File: src/design/iwsc_pkg.sv
package iwsc_pkg;

  // register offsets on the plain register port
  localparam logic [13:0] STATUS_OFS = 14'h0003;
  localparam logic [13:0] IRQ_CTRL_OFS = 14'h000B;
  localparam logic [13:0] PERIPH_FLAG_OFS = 14'h000C;
  localparam logic [13:0] PRESCALE_CFG_OFS = 14'h0081;
  localparam logic [13:0] PERIPH_EN_OFS = 14'h008C;
  localparam logic [13:0] DEV_CONFIG_OFS = 14'h2007;

  // irq_control_reg fields
  localparam int PORT_CHANGE_FLAG_BIT = 0;
  localparam int EXT_PIN_FLAG_BIT = 1;
  localparam int TIMER_WRAP_FLAG_BIT = 2;
  localparam int PORT_CHANGE_EN_BIT = 3;
  localparam int EXT_PIN_EN_BIT = 4;
  localparam int TIMER_WRAP_EN_BIT = 5;
  localparam int PERIPH_GROUP_EN_BIT = 6;
  localparam int GLOBAL_IRQ_EN_BIT = 7;

  // prescale_edge_config fields
  localparam int PRESCALE_RATIO_LSB = 0;
  localparam int PRESCALER_ASSIGN_BIT = 3;
  localparam int EXT_EDGE_SELECT_BIT = 6;

  // device_config_word and status fields
  localparam int WATCHDOG_FUSE_EN_BIT = 2;
  localparam int POWER_DOWN_N_BIT = 3;
  localparam int WATCHDOG_EXPIRED_N_BIT = 4;

  // values after reset
  localparam logic [7:0] IRQ_CTRL_RST = 8'h00;
  localparam logic [7:0] PRESCALE_CFG_RST = 8'hFF;
  localparam logic [7:0] DEV_CONFIG_RST = 8'hFF;
  localparam logic [7:0] PERIPH_RST = 8'h00;

  // interrupt vector
  localparam logic [12:0] IRQ_VECTOR = 13'h0004;

  // watchdog timing: nominal period and its own oscillator rate
  localparam int WDT_TIMEOUT_US = 18000;
  localparam int WDT_OSC_KHZ_DEF = 100;
  localparam int WDT_TICKS_DEF = WDT_TIMEOUT_US * WDT_OSC_KHZ_DEF / 1000;

  typedef struct packed {
    logic kick;
    logic sleep;
    logic return_from_isr_op;
    logic [12:0] ret_pc;
  } iwsc_core_req_t;

  typedef struct packed {
    logic take;
    logic pop;
    logic [12:0] push_addr;
    logic [12:0] vector;
  } iwsc_core_rsp_t;

endpackage : iwsc_pkg

File: src/design/iwsc_top.sv
// The implementer's own choice: the strobed register port.
`timescale 1ns/1ns
module iwsc_top #(
  parameter int NUM_PERIPH = 1,
  parameter int WDT_OSC_KHZ = iwsc_pkg::WDT_OSC_KHZ_DEF,
  parameter int WDT_TICKS = iwsc_pkg::WDT_TIMEOUT_US * WDT_OSC_KHZ / 1000
) (
  // clock and reset
  input wire logic mclk_i,
  input wire logic resetn_i,
  // register port
  input wire logic [13:0] reg_addr_i,
  input wire logic [7:0] reg_wdata_i,
  input wire logic reg_wr_i,
  input wire logic reg_rd_i,
  output logic [7:0] reg_rdata_o,
  // processor core
  input wire iwsc_pkg::iwsc_core_req_t core_req_i,
  output iwsc_pkg::iwsc_core_rsp_t core_rsp_o,
  // event sources
  input wire logic ext_irq_pin_i,
  input wire logic [3:0] second_port_hi_i,
  input wire logic free_timer_wrap_i,
  input wire logic [NUM_PERIPH-1:0] periph_event_i,
  input wire logic wdt_osc_i,
  // power and reset control
  output logic osc_drive_en_o,
  output logic port_hold_o,
  output logic wake_o,
  output logic wdt_reset_o
);

  logic [7:0] irq_ctrl_r;
  logic [7:0] irq_ctrl_nxt;
  logic [7:0] prescale_cfg_r;
  logic [7:0] dev_config_r;
  logic [NUM_PERIPH-1:0] periph_flag_r;
  logic [NUM_PERIPH-1:0] periph_flag_nxt;
  logic [NUM_PERIPH-1:0] periph_en_r;
  logic watchdog_expired_n_r;
  logic power_down_n_r;
  logic sleeping_r;

  // two-flop synchronisers plus one history stage for edge detection
  logic [2:0] ext_pin_sync_r;
  logic [3:0] port_s1_r;
  logic [3:0] port_s2_r;
  logic [3:0] port_last_r;
  logic [2:0] wdt_osc_sync_r;

  logic wr_irq_ctrl;
  logic wr_periph_flag;
  logic ext_edge_ev;
  logic port_change_ev;
  logic osc_tick;
  logic periph_pending;
  logic irq_pending;
  logic take_irq;
  logic sleep_go;
  logic wdt_enable;
  logic wdt_timeout;

  assign wr_irq_ctrl = reg_wr_i && (reg_addr_i == iwsc_pkg::IRQ_CTRL_OFS);
  assign wr_periph_flag = reg_wr_i && (reg_addr_i == iwsc_pkg::PERIPH_FLAG_OFS);

  always_ff @(posedge mclk_i) begin
    if (!resetn_i) begin
      ext_pin_sync_r <= 3'h0;
      port_s1_r <= 4'h0;
      port_s2_r <= 4'h0;
      port_last_r <= 4'h0;
      wdt_osc_sync_r <= 3'h0;
    end else begin
      ext_pin_sync_r <= {ext_pin_sync_r[1:0], ext_irq_pin_i};
      port_s1_r <= second_port_hi_i;
      port_s2_r <= port_s1_r;
      port_last_r <= port_s2_r;
      wdt_osc_sync_r <= {wdt_osc_sync_r[1:0], wdt_osc_i};
    end
  end

  // edge polarity chosen by the edge-select option bit
  assign ext_edge_ev = prescale_cfg_r[iwsc_pkg::EXT_EDGE_SELECT_BIT] ?
                       (ext_pin_sync_r[1] && !ext_pin_sync_r[2]) :
                       (!ext_pin_sync_r[1] && ext_pin_sync_r[2]);
  assign port_change_ev = (port_s2_r != port_last_r);
  assign osc_tick = wdt_osc_sync_r[1] && !wdt_osc_sync_r[2];

  assign periph_pending = irq_ctrl_r[iwsc_pkg::PERIPH_GROUP_EN_BIT] &&
                          |(periph_flag_r & periph_en_r);
  // pending ignores the global enable: it is also the wake condition
  assign irq_pending =
    (irq_ctrl_r[iwsc_pkg::PORT_CHANGE_FLAG_BIT] && irq_ctrl_r[iwsc_pkg::PORT_CHANGE_EN_BIT]) ||
    (irq_ctrl_r[iwsc_pkg::EXT_PIN_FLAG_BIT] && irq_ctrl_r[iwsc_pkg::EXT_PIN_EN_BIT]) ||
    (irq_ctrl_r[iwsc_pkg::TIMER_WRAP_FLAG_BIT] && irq_ctrl_r[iwsc_pkg::TIMER_WRAP_EN_BIT]) ||
    periph_pending;
  assign take_irq = irq_ctrl_r[iwsc_pkg::GLOBAL_IRQ_EN_BIT] && irq_pending && !sleeping_r;
  assign sleep_go = core_req_i.sleep && !irq_pending && !sleeping_r;

  // flag set from hardware wins over a software write in the same cycle
  always_comb begin
    irq_ctrl_nxt = wr_irq_ctrl ? reg_wdata_i : irq_ctrl_r;
    irq_ctrl_nxt[iwsc_pkg::EXT_PIN_FLAG_BIT] =
      irq_ctrl_nxt[iwsc_pkg::EXT_PIN_FLAG_BIT] | ext_edge_ev;
    irq_ctrl_nxt[iwsc_pkg::TIMER_WRAP_FLAG_BIT] =
      irq_ctrl_nxt[iwsc_pkg::TIMER_WRAP_FLAG_BIT] | free_timer_wrap_i;
    irq_ctrl_nxt[iwsc_pkg::PORT_CHANGE_FLAG_BIT] =
      irq_ctrl_nxt[iwsc_pkg::PORT_CHANGE_FLAG_BIT] | port_change_ev;
    if (take_irq) begin
      irq_ctrl_nxt[iwsc_pkg::GLOBAL_IRQ_EN_BIT] = 1'b0;
    end else if (core_req_i.return_from_isr_op) begin
      irq_ctrl_nxt[iwsc_pkg::GLOBAL_IRQ_EN_BIT] = 1'b1;
    end
  end

  always_ff @(posedge mclk_i) begin
    if (!resetn_i) begin
      irq_ctrl_r <= iwsc_pkg::IRQ_CTRL_RST;
    end else begin
      irq_ctrl_r <= irq_ctrl_nxt;
    end
  end

  genvar gi;
  generate
    for (gi = 0; gi < NUM_PERIPH; gi++) begin : g_periph
      assign periph_flag_nxt[gi] = (wr_periph_flag ? reg_wdata_i[gi] : periph_flag_r[gi]) |
                                   periph_event_i[gi];
    end
  endgenerate

  always_ff @(posedge mclk_i) begin
    if (!resetn_i) begin
      periph_flag_r <= '0;
      periph_en_r <= '0;
    end else begin
      periph_flag_r <= periph_flag_nxt;
      if (reg_wr_i && (reg_addr_i == iwsc_pkg::PERIPH_EN_OFS)) begin
        periph_en_r <= reg_wdata_i[NUM_PERIPH-1:0];
      end
    end
  end

  // the fuse bit can only be cleared, so software cannot revive the watchdog
  always_ff @(posedge mclk_i) begin
    if (!resetn_i) begin
      prescale_cfg_r <= iwsc_pkg::PRESCALE_CFG_RST;
      dev_config_r <= iwsc_pkg::DEV_CONFIG_RST;
    end else begin
      if (reg_wr_i && (reg_addr_i == iwsc_pkg::PRESCALE_CFG_OFS)) begin
        prescale_cfg_r <= reg_wdata_i;
      end
      if (reg_wr_i && (reg_addr_i == iwsc_pkg::DEV_CONFIG_OFS)) begin
        dev_config_r <= reg_wdata_i &
          ~(8'h01 << iwsc_pkg::WATCHDOG_FUSE_EN_BIT) |
          (reg_wdata_i & dev_config_r & (8'h01 << iwsc_pkg::WATCHDOG_FUSE_EN_BIT));
      end
    end
  end

  assign wdt_enable = dev_config_r[iwsc_pkg::WATCHDOG_FUSE_EN_BIT];

  iwsc_wdt #(
    .WDT_TICKS(WDT_TICKS)
  ) u_wdt (
    .mclk_i(mclk_i),
    .resetn_i(resetn_i),
    .osc_tick_i(osc_tick),
    .enable_i(wdt_enable),
    .clear_i(core_req_i.kick || sleep_go),
    .use_prescale_i(prescale_cfg_r[iwsc_pkg::PRESCALER_ASSIGN_BIT]),
    .ratio_i(prescale_cfg_r[iwsc_pkg::PRESCALE_RATIO_LSB +: 3]),
    .timeout_o(wdt_timeout)
  );

  // power-down state and status bits; the main oscillator is modelled by its enable
  always_ff @(posedge mclk_i) begin
    if (!resetn_i) begin
      sleeping_r <= 1'b0;
      watchdog_expired_n_r <= 1'b1;
      power_down_n_r <= 1'b1;
      osc_drive_en_o <= 1'b1;
      port_hold_o <= 1'b0;
      wake_o <= 1'b0;
      wdt_reset_o <= 1'b0;
    end else begin
      wake_o <= 1'b0;
      wdt_reset_o <= 1'b0;
      if (sleep_go) begin
        sleeping_r <= 1'b1;
        power_down_n_r <= 1'b0;
        watchdog_expired_n_r <= 1'b1;
        osc_drive_en_o <= 1'b0;
        port_hold_o <= 1'b1;
      end else if (sleeping_r && (irq_pending || wdt_timeout)) begin
        sleeping_r <= 1'b0;
        osc_drive_en_o <= 1'b1;
        port_hold_o <= 1'b0;
        wake_o <= 1'b1;
        if (wdt_timeout) begin
          watchdog_expired_n_r <= 1'b0;
        end
      end else if (wdt_timeout) begin
        watchdog_expired_n_r <= 1'b0;
        wdt_reset_o <= 1'b1;
      end
    end
  end

  // only the return address goes out; accumulator and status stay with software
  always_ff @(posedge mclk_i) begin
    if (!resetn_i) begin
      core_rsp_o <= '0;
    end else begin
      core_rsp_o.take <= take_irq;
      core_rsp_o.pop <= core_req_i.return_from_isr_op;
      core_rsp_o.vector <= iwsc_pkg::IRQ_VECTOR;
      if (take_irq) begin
        core_rsp_o.push_addr <= core_req_i.ret_pc;
      end
    end
  end

  // read data one cycle after the strobe, zero for unmapped addresses
  always_ff @(posedge mclk_i) begin
    if (!resetn_i) begin
      reg_rdata_o <= 8'h00;
    end else if (reg_rd_i) begin
      case (reg_addr_i)
        iwsc_pkg::IRQ_CTRL_OFS: reg_rdata_o <= irq_ctrl_r;
        iwsc_pkg::PRESCALE_CFG_OFS: reg_rdata_o <= prescale_cfg_r;
        iwsc_pkg::DEV_CONFIG_OFS: reg_rdata_o <= dev_config_r;
        iwsc_pkg::PERIPH_FLAG_OFS: reg_rdata_o <= 8'(periph_flag_r);
        iwsc_pkg::PERIPH_EN_OFS: reg_rdata_o <= 8'(periph_en_r);
        iwsc_pkg::STATUS_OFS: reg_rdata_o <=
          (8'(watchdog_expired_n_r) << iwsc_pkg::WATCHDOG_EXPIRED_N_BIT) |
          (8'(power_down_n_r) << iwsc_pkg::POWER_DOWN_N_BIT);
        default: reg_rdata_o <= 8'h00;
      endcase
    end else begin
      reg_rdata_o <= 8'h00;
    end
  end

  AST_FLAG_IGNORES_ENABLE: assert property (@(posedge mclk_i) disable iff (!resetn_i)
    free_timer_wrap_i |=> irq_ctrl_r[iwsc_pkg::TIMER_WRAP_FLAG_BIT])
    else $error("timer wrap did not set its flag");

  AST_NO_TAKE_WITHOUT_GIE: assert property (@(posedge mclk_i) disable iff (!resetn_i)
    core_rsp_o.take |-> $past(irq_ctrl_r[iwsc_pkg::GLOBAL_IRQ_EN_BIT]))
    else $error("interrupt taken with global enable clear");

  AST_TAKE_IMMEDIATE: assert property (@(posedge mclk_i) disable iff (!resetn_i)
    (irq_ctrl_r[iwsc_pkg::GLOBAL_IRQ_EN_BIT] && irq_pending && !sleeping_r) |=>
    (core_rsp_o.take && !irq_ctrl_r[iwsc_pkg::GLOBAL_IRQ_EN_BIT]))
    else $error("interrupt entry not started next cycle");

  AST_ENTRY_VECTOR: assert property (@(posedge mclk_i) disable iff (!resetn_i)
    core_rsp_o.take |-> (core_rsp_o.vector == 13'h0004) &&
    (core_rsp_o.push_addr == $past(core_req_i.ret_pc)))
    else $error("entry vector or pushed address wrong");

  AST_RETURN_FROM_ISR_OP_SETS_GIE: assert property (@(posedge mclk_i) disable iff (!resetn_i)
    (core_req_i.return_from_isr_op && !take_irq) |=>
    (core_rsp_o.pop && irq_ctrl_r[iwsc_pkg::GLOBAL_IRQ_EN_BIT]))
    else $error("return did not pop and re-enable");

  AST_EXT_LATENCY: assert property (@(posedge mclk_i) disable iff (!resetn_i)
    (ext_edge_ev && irq_ctrl_r[iwsc_pkg::EXT_PIN_EN_BIT] &&
     irq_ctrl_r[iwsc_pkg::GLOBAL_IRQ_EN_BIT] && !sleeping_r && !take_irq && !wr_irq_ctrl)
    |=> ##1 core_rsp_o.take)
    else $error("pin interrupt latency exceeded");

  AST_SLEEP_STATUS: assert property (@(posedge mclk_i) disable iff (!resetn_i)
    sleep_go |=> (!power_down_n_r && watchdog_expired_n_r && !osc_drive_en_o && port_hold_o))
    else $error("power-down status not applied");

  AST_SLEEP_AS_NOP: assert property (@(posedge mclk_i) disable iff (!resetn_i)
    (core_req_i.sleep && irq_pending && !sleeping_r) |=>
    ($stable(power_down_n_r) && !sleeping_r && osc_drive_en_o))
    else $error("power-down not skipped with pending interrupt");

  AST_TIMEOUT_STATUS: assert property (@(posedge mclk_i) disable iff (!resetn_i)
    (wdt_timeout && !sleep_go) |=> (!watchdog_expired_n_r && (wdt_reset_o ^ wake_o)))
    else $error("timeout did not clear status or act");

  AST_FUSE_OFF: assert property (@(posedge mclk_i) disable iff (!resetn_i)
    !wdt_enable |=> !wdt_timeout)
    else $error("watchdog fired with fuse cleared");

  AST_PIN_EDGE_FLAG: assert property (@(posedge mclk_i) disable iff (!resetn_i)
    ext_edge_ev |=> irq_ctrl_r[iwsc_pkg::EXT_PIN_FLAG_BIT])
    else $error("pin edge did not set its flag");

  AST_PORT_CHANGE_FLAG: assert property (@(posedge mclk_i) disable iff (!resetn_i)
    port_change_ev |=> irq_ctrl_r[iwsc_pkg::PORT_CHANGE_FLAG_BIT])
    else $error("port change did not set its flag");

  AST_SET_BEATS_CLEAR: assert property (@(posedge mclk_i) disable iff (!resetn_i)
    (free_timer_wrap_i && wr_irq_ctrl) |=> irq_ctrl_r[iwsc_pkg::TIMER_WRAP_FLAG_BIT])
    else $error("software write lost a timer wrap request");

  AST_WAKE_ON_PENDING: assert property (@(posedge mclk_i) disable iff (!resetn_i)
    (sleeping_r && irq_pending) |=> (wake_o && !sleeping_r && osc_drive_en_o))
    else $error("enabled request did not wake the device");

  AST_HOLD_WHILE_ASLEEP: assert property (@(posedge mclk_i) disable iff (!resetn_i)
    sleeping_r |-> (port_hold_o && !osc_drive_en_o))
    else $error("ports not held or oscillator running in power-down");

endmodule : iwsc_top

File: src/design/iwsc_wdt.sv
`timescale 1ns/1ns
module iwsc_wdt #(
  parameter int WDT_TICKS = iwsc_pkg::WDT_TICKS_DEF
) (
  // clock and reset
  input wire logic mclk_i,
  input wire logic resetn_i,
  // control
  input wire logic osc_tick_i,
  input wire logic enable_i,
  input wire logic clear_i,
  input wire logic use_prescale_i,
  input wire logic [2:0] ratio_i,
  // status
  output logic timeout_o
);

  logic [6:0] pre_cnt_r;
  logic [15:0] main_cnt_r;
  logic [6:0] pre_mask;
  logic stage_tick;

  assign pre_mask = 7'((8'h01 << ratio_i) - 8'h01);
  assign stage_tick = osc_tick_i && (!use_prescale_i || (pre_cnt_r == pre_mask));

  // prescaler is shared with the timer, so it is only cleared while assigned here
  always_ff @(posedge mclk_i) begin
    if (!resetn_i) begin
      pre_cnt_r <= 7'h00;
    end else if (use_prescale_i && (clear_i || !enable_i)) begin
      pre_cnt_r <= 7'h00;
    end else if (use_prescale_i && osc_tick_i) begin
      pre_cnt_r <= (pre_cnt_r == pre_mask) ? 7'h00 : 7'(pre_cnt_r + 7'h01);
    end
  end

  always_ff @(posedge mclk_i) begin
    if (!resetn_i) begin
      main_cnt_r <= 16'h0000;
      timeout_o <= 1'b0;
    end else begin
      timeout_o <= 1'b0;
      if (clear_i || !enable_i) begin
        main_cnt_r <= 16'h0000;
      end else if (stage_tick) begin
        if (main_cnt_r == 16'(WDT_TICKS - 1)) begin
          main_cnt_r <= 16'h0000;
          timeout_o <= 1'b1;
        end else begin
          main_cnt_r <= 16'(main_cnt_r + 16'h0001);
        end
      end
    end
  end

endmodule : iwsc_wdt

File: config.mk
export PLATFORM = sky130hd
export DESIGN_NAME = iwsc_top
export DESIGN_NICKNAME = d
export VERILOG_FILES = /design/src/design/iwsc_pkg.sv /design/src/design/iwsc_top.sv /design/src/design/iwsc_wdt.sv
export SDC_FILE = /design/constraint.sdc
export NUM_CORES = 1
export LEC_CHECK = 0
export BUFFER_PORTS_ARGS = -buffer_cell sky130_fd_sc_hd__buf_2
export CAP_MARGIN = 25
export CORE_ASPECT_RATIO = 0.9
export CORE_MARGIN = 2
export CORE_UTILIZATION = 55
export CTS_CLUSTER_SIZE = 8
export DETAILED_ROUTE_END_ITERATION = 10
export PLACE_DENSITY = 0.9
export SYNTH_ARGS = -nofsm -noshare
export SYNTH_HDL_FRONTEND = slang
export SYNTH_SLANG_ARGS = --single-unit
File: constraint.sdc
create_clock -name mclk_i -period 6.2 [get_ports mclk_i]
set_clock_uncertainty 0.15 [all_clocks]
set_input_delay 1.24 -clock mclk_i [delete_from_list [all_inputs] [get_ports mclk_i]]
set_output_delay 1.24 -clock mclk_i [all_outputs]
set_load 0.005 [all_outputs]
==> impl_results.md <==
* Top_reg_cell synth: dfxtp_1
* CP bufs+invs at 1
* CP Launch Type: primary input
* Fraction of registers with async set/reset at 0%
* RSZ-0062 raised after global routing: no
* CP Cell Sequence: buf_2, or4_4, or3_1, nor3_1, nand2_1, o21ai_0, nand2_1
* Finished Layout Cells at roughly 650
* WP data arrival at 3.94 ns
* WS Path Type: in -> reg
* CTS root buffer: clkbuf_8
* I/O Buffers at 77
* Layout cell share with drive strength beyond 1 at between 10% and 20%
* Leakage at between 2 and 2.5 nW
* Setup bufs post-CTS at 0
* Synth warn at 0
* Post-route ant nets at 0
* Ant diodes at 0
* Gpl congestion at approximately 0.94
* Top cell type's share of synthesized area at roughly 44%
* H-Tree Level Count at 3
* Seq/Total Area, Yosys at between 40% and 50%
* Relative slew slack at between 20% and 30%
* Core box area at 7660 µm²
* Met1 Track Usage GR at 28.2%
* Initial antenna violation count at 0
* Crit. path cell count at 7
* Row count at 30
* Slowest-stage cell, CP: nor3_1
* Final hold vios at 0
* Detailed placement HPWL at roughly 7000 µm
* DR pass1 iterations at 6
* Worst r2r path cells at 8
* Required time of the critical path at 6.28 ns
* Slew @ Worst Pin at about 1.2 ns
* CTS tree: built
* Met3 GRT Util at under 10%
* Met2 GRT Util at a little under two fifths
* Worst-skew pair later-pin latency at 0.37 ns
* Largest net degree at the start of global routing at 58
* Synth Area per Inst at around 9.1 µm²
* Placed insts at ~630
* Syn Inst Count at ~480
* Worst min path class: reg -> reg
* First-pass GRT wire length at between 15000 and 20000 µm
* Max Fclk at about 0.26 GHz
* Num CTS Buffers at 9
* Worst path top cell family by delay: simple AND/OR/NAND/NOR gates
* Max-slew violations at 0
* Gr usage total at between 20 and 25%
* Worst vdd ir at around 150 µV
* Post-CTS Resized at 0
* Gr ovfl total at 0
* Final Net Count at 600
* Routed WL per cell at 14.8 µm
* Tcrit/Tclk final at 62.3%
* Vias in the first global route at 3417
* Die area at 8760 µm²
* Clock sink total at 98
* Routed wire length at approximately 9600 µm
* Post-Place Setup Slack at approximately 2.1 ns
* Worst hold path cell count at 1
* Hold Path Origin: port_s1_r[2]$_SDFF_PN0_
* Most frequent cells in the layout: 98 x dfxtp_1, 77 x buf_2, 60 x nand2_1, 25 x a21oi_1
* Post-synthesis cell type count at between 60 and 70
* Reg-to-reg slack, setup at around 2.8 ns
* Final setup fails at 0
* Most used cell, CP: nand2_1
* FF-to-FF End: u_wdt.main_cnt_r[7]$_SDFFE_PP0P_
* Setup TNS at 0 ns
* Die H at about 89 µm
* Worst setup margin at 2.34 ns
* Status: finished clean
* Hold buffer count at cts at 0
* Hold worst-path end: port_s2_r[2]$_SDFF_PN0_
* Vias per cell at slightly below 6
* Min Tclk post-route at between 3 and 4 ns
* Vias at roughly 3800
* I/O pin cnt at 90
* Starting Density at 57.7%
* Top cells by area, synth: dfxtp_1 44%, nand2_1 5.1%, mux2i_1 3.6%, and2_1 3.4%, a22o_1 3.0%
* Residual DRC at 0
* GR peak layer: met2
* Max incr delay on CP at ~0.90 ns
* Clock Tree Buf Depth at 2
* Critical R2R Launch: prescale_cfg_r[1]$_SDFFE_PN1P_
* Maxcap violations at 0
* Number of synthesized flops with an enable pin at 0
* Clk slew on worst S/H paths at between 0.1 and 0.15 ns
* Leading cell type in the layout, fill and taps excluded: dfxtp_1
* Syn-to-layout area delta at 12.6%
* Endpoint class of the critical path: register
* Die X at 98.4 µm
* Post-synthesis cell area at 4420 µm²
* Pwr Density at ~220 nW/µm²
* DRT iter0 DRCs at 249
* Fillers at 627
* Hold slack at approximately 0.3 ns
* Synth area leader: dfxtp_1
* Synthesized flop and latch total at between 90 and 100
* CP max FO at 11
==> metal layers <==
layer | vias up | wire (µm)
met5 | - | 0
met4 | 0 | 168
met3 | 22 | 835
met2 | 160 | 4450
met1 | 1740 | 4170
li1 | 1849 | -
==> sequential cells by signal, summed over array words and instances, names as in the netlist, 4 cells and up <==
name              flops
core_rsp_o           16
prescale_cfg_r        8
reg_rdata_o           8
u_wdt.pre_cnt_r       7
u_wdt.main_cnt_r     16
port_last_r           4
port_s1_r             4
port_s2_r             4
dev_config_r          8
irq_ctrl_r            8
==> power breakdown <==
part / switching (W) / internal (W)
logic: 0.0000308 / 0.0000257
registers: 0.00000642 / 0.000639
clock network: 0.000242 / 0.000157
total: 0.000279 / 0.000822
==> synthesized netlist by cell type, drive strengths merged, types with 11 or more instances <==
| master | count |
|---|---|
| nor2 | 24 |
| nor3 | 12 |
| a21oi | 25 |
| a22o | 15 |
| clkbuf | 13 |
| dfxtp | 98 |
| nand2 | 60 |
| nor2b | 11 |
| buf | 25 |
| and2 | 25 |
| mux2i | 16 |
| nand3 | 22 |
==> how the worst max path moves through the flow <==
stage,slack [ns],endpoint,startpoint
after global routing,2.33,dev_config_r[2]$_SDFFE_PN1P_,reg_addr_i[8]
after global placement,2.26,dev_config_r[2]$_SDFFE_PN1P_,reg_addr_i[8]
after CTS,2.47,dev_config_r[2]$_SDFFE_PN1P_,reg_addr_i[8]
after detailed placement,2.15,dev_config_r[2]$_SDFFE_PN1P_,reg_addr_i[8]
final,2.34,dev_config_r[2]$_SDFFE_PN1P_,reg_addr_i[8]
after floorplan,2.98,irq_ctrl_r[2]$_SDFF_PN0_,reg_addr_i[8]
==> worst reg2reg max path, cell delays in order, from the launching register on <==
cell and delay, ns:
dfxtp_1 0.48, or3_1 0.46, ha_1 0.34, or3b_1 0.38, a21oi_1 0.16, o311ai_1 0.15, o31a_1 0.48, nor3_1 0.56
a32o_1 0.21
==> stage by stage <==
step	area, µm²	util (%)	total power (W)
after floorplan	4460	-	0.000693
after global placement	4770	62.3	0.000713
after detailed placement	4770	62.3	0.000716
after CTS	4970	64.9	0.00111
after global routing	4970	64.9	0.00114
final	4970	64.9	0.00110
==> kinds of logic after synthesis <==
kind of cell,share of synthesized area [%]
compound gates,15.3
xor+xnor,2.18
fa+ha+maj,0.850
buf+inv,4.85
flops,44.4
mux,5.16
other cells,0.0849
simple gates,27.1
==> layout make-up <==
class                           count  area, µm²  area share, %
Sequential cell                    98       1960           39.5
Timing Repair Buffer               79        400           8.06
Clock buffer                        9        124           2.49
Tap cell                           96        120           2.42
Inverter                            2       7.51          0.151
Clock inverter                      7       75.1           1.51
Multi-Input combinational cell    357       2280           45.9
Note: power is estimated with default switching activity, not from simulation.
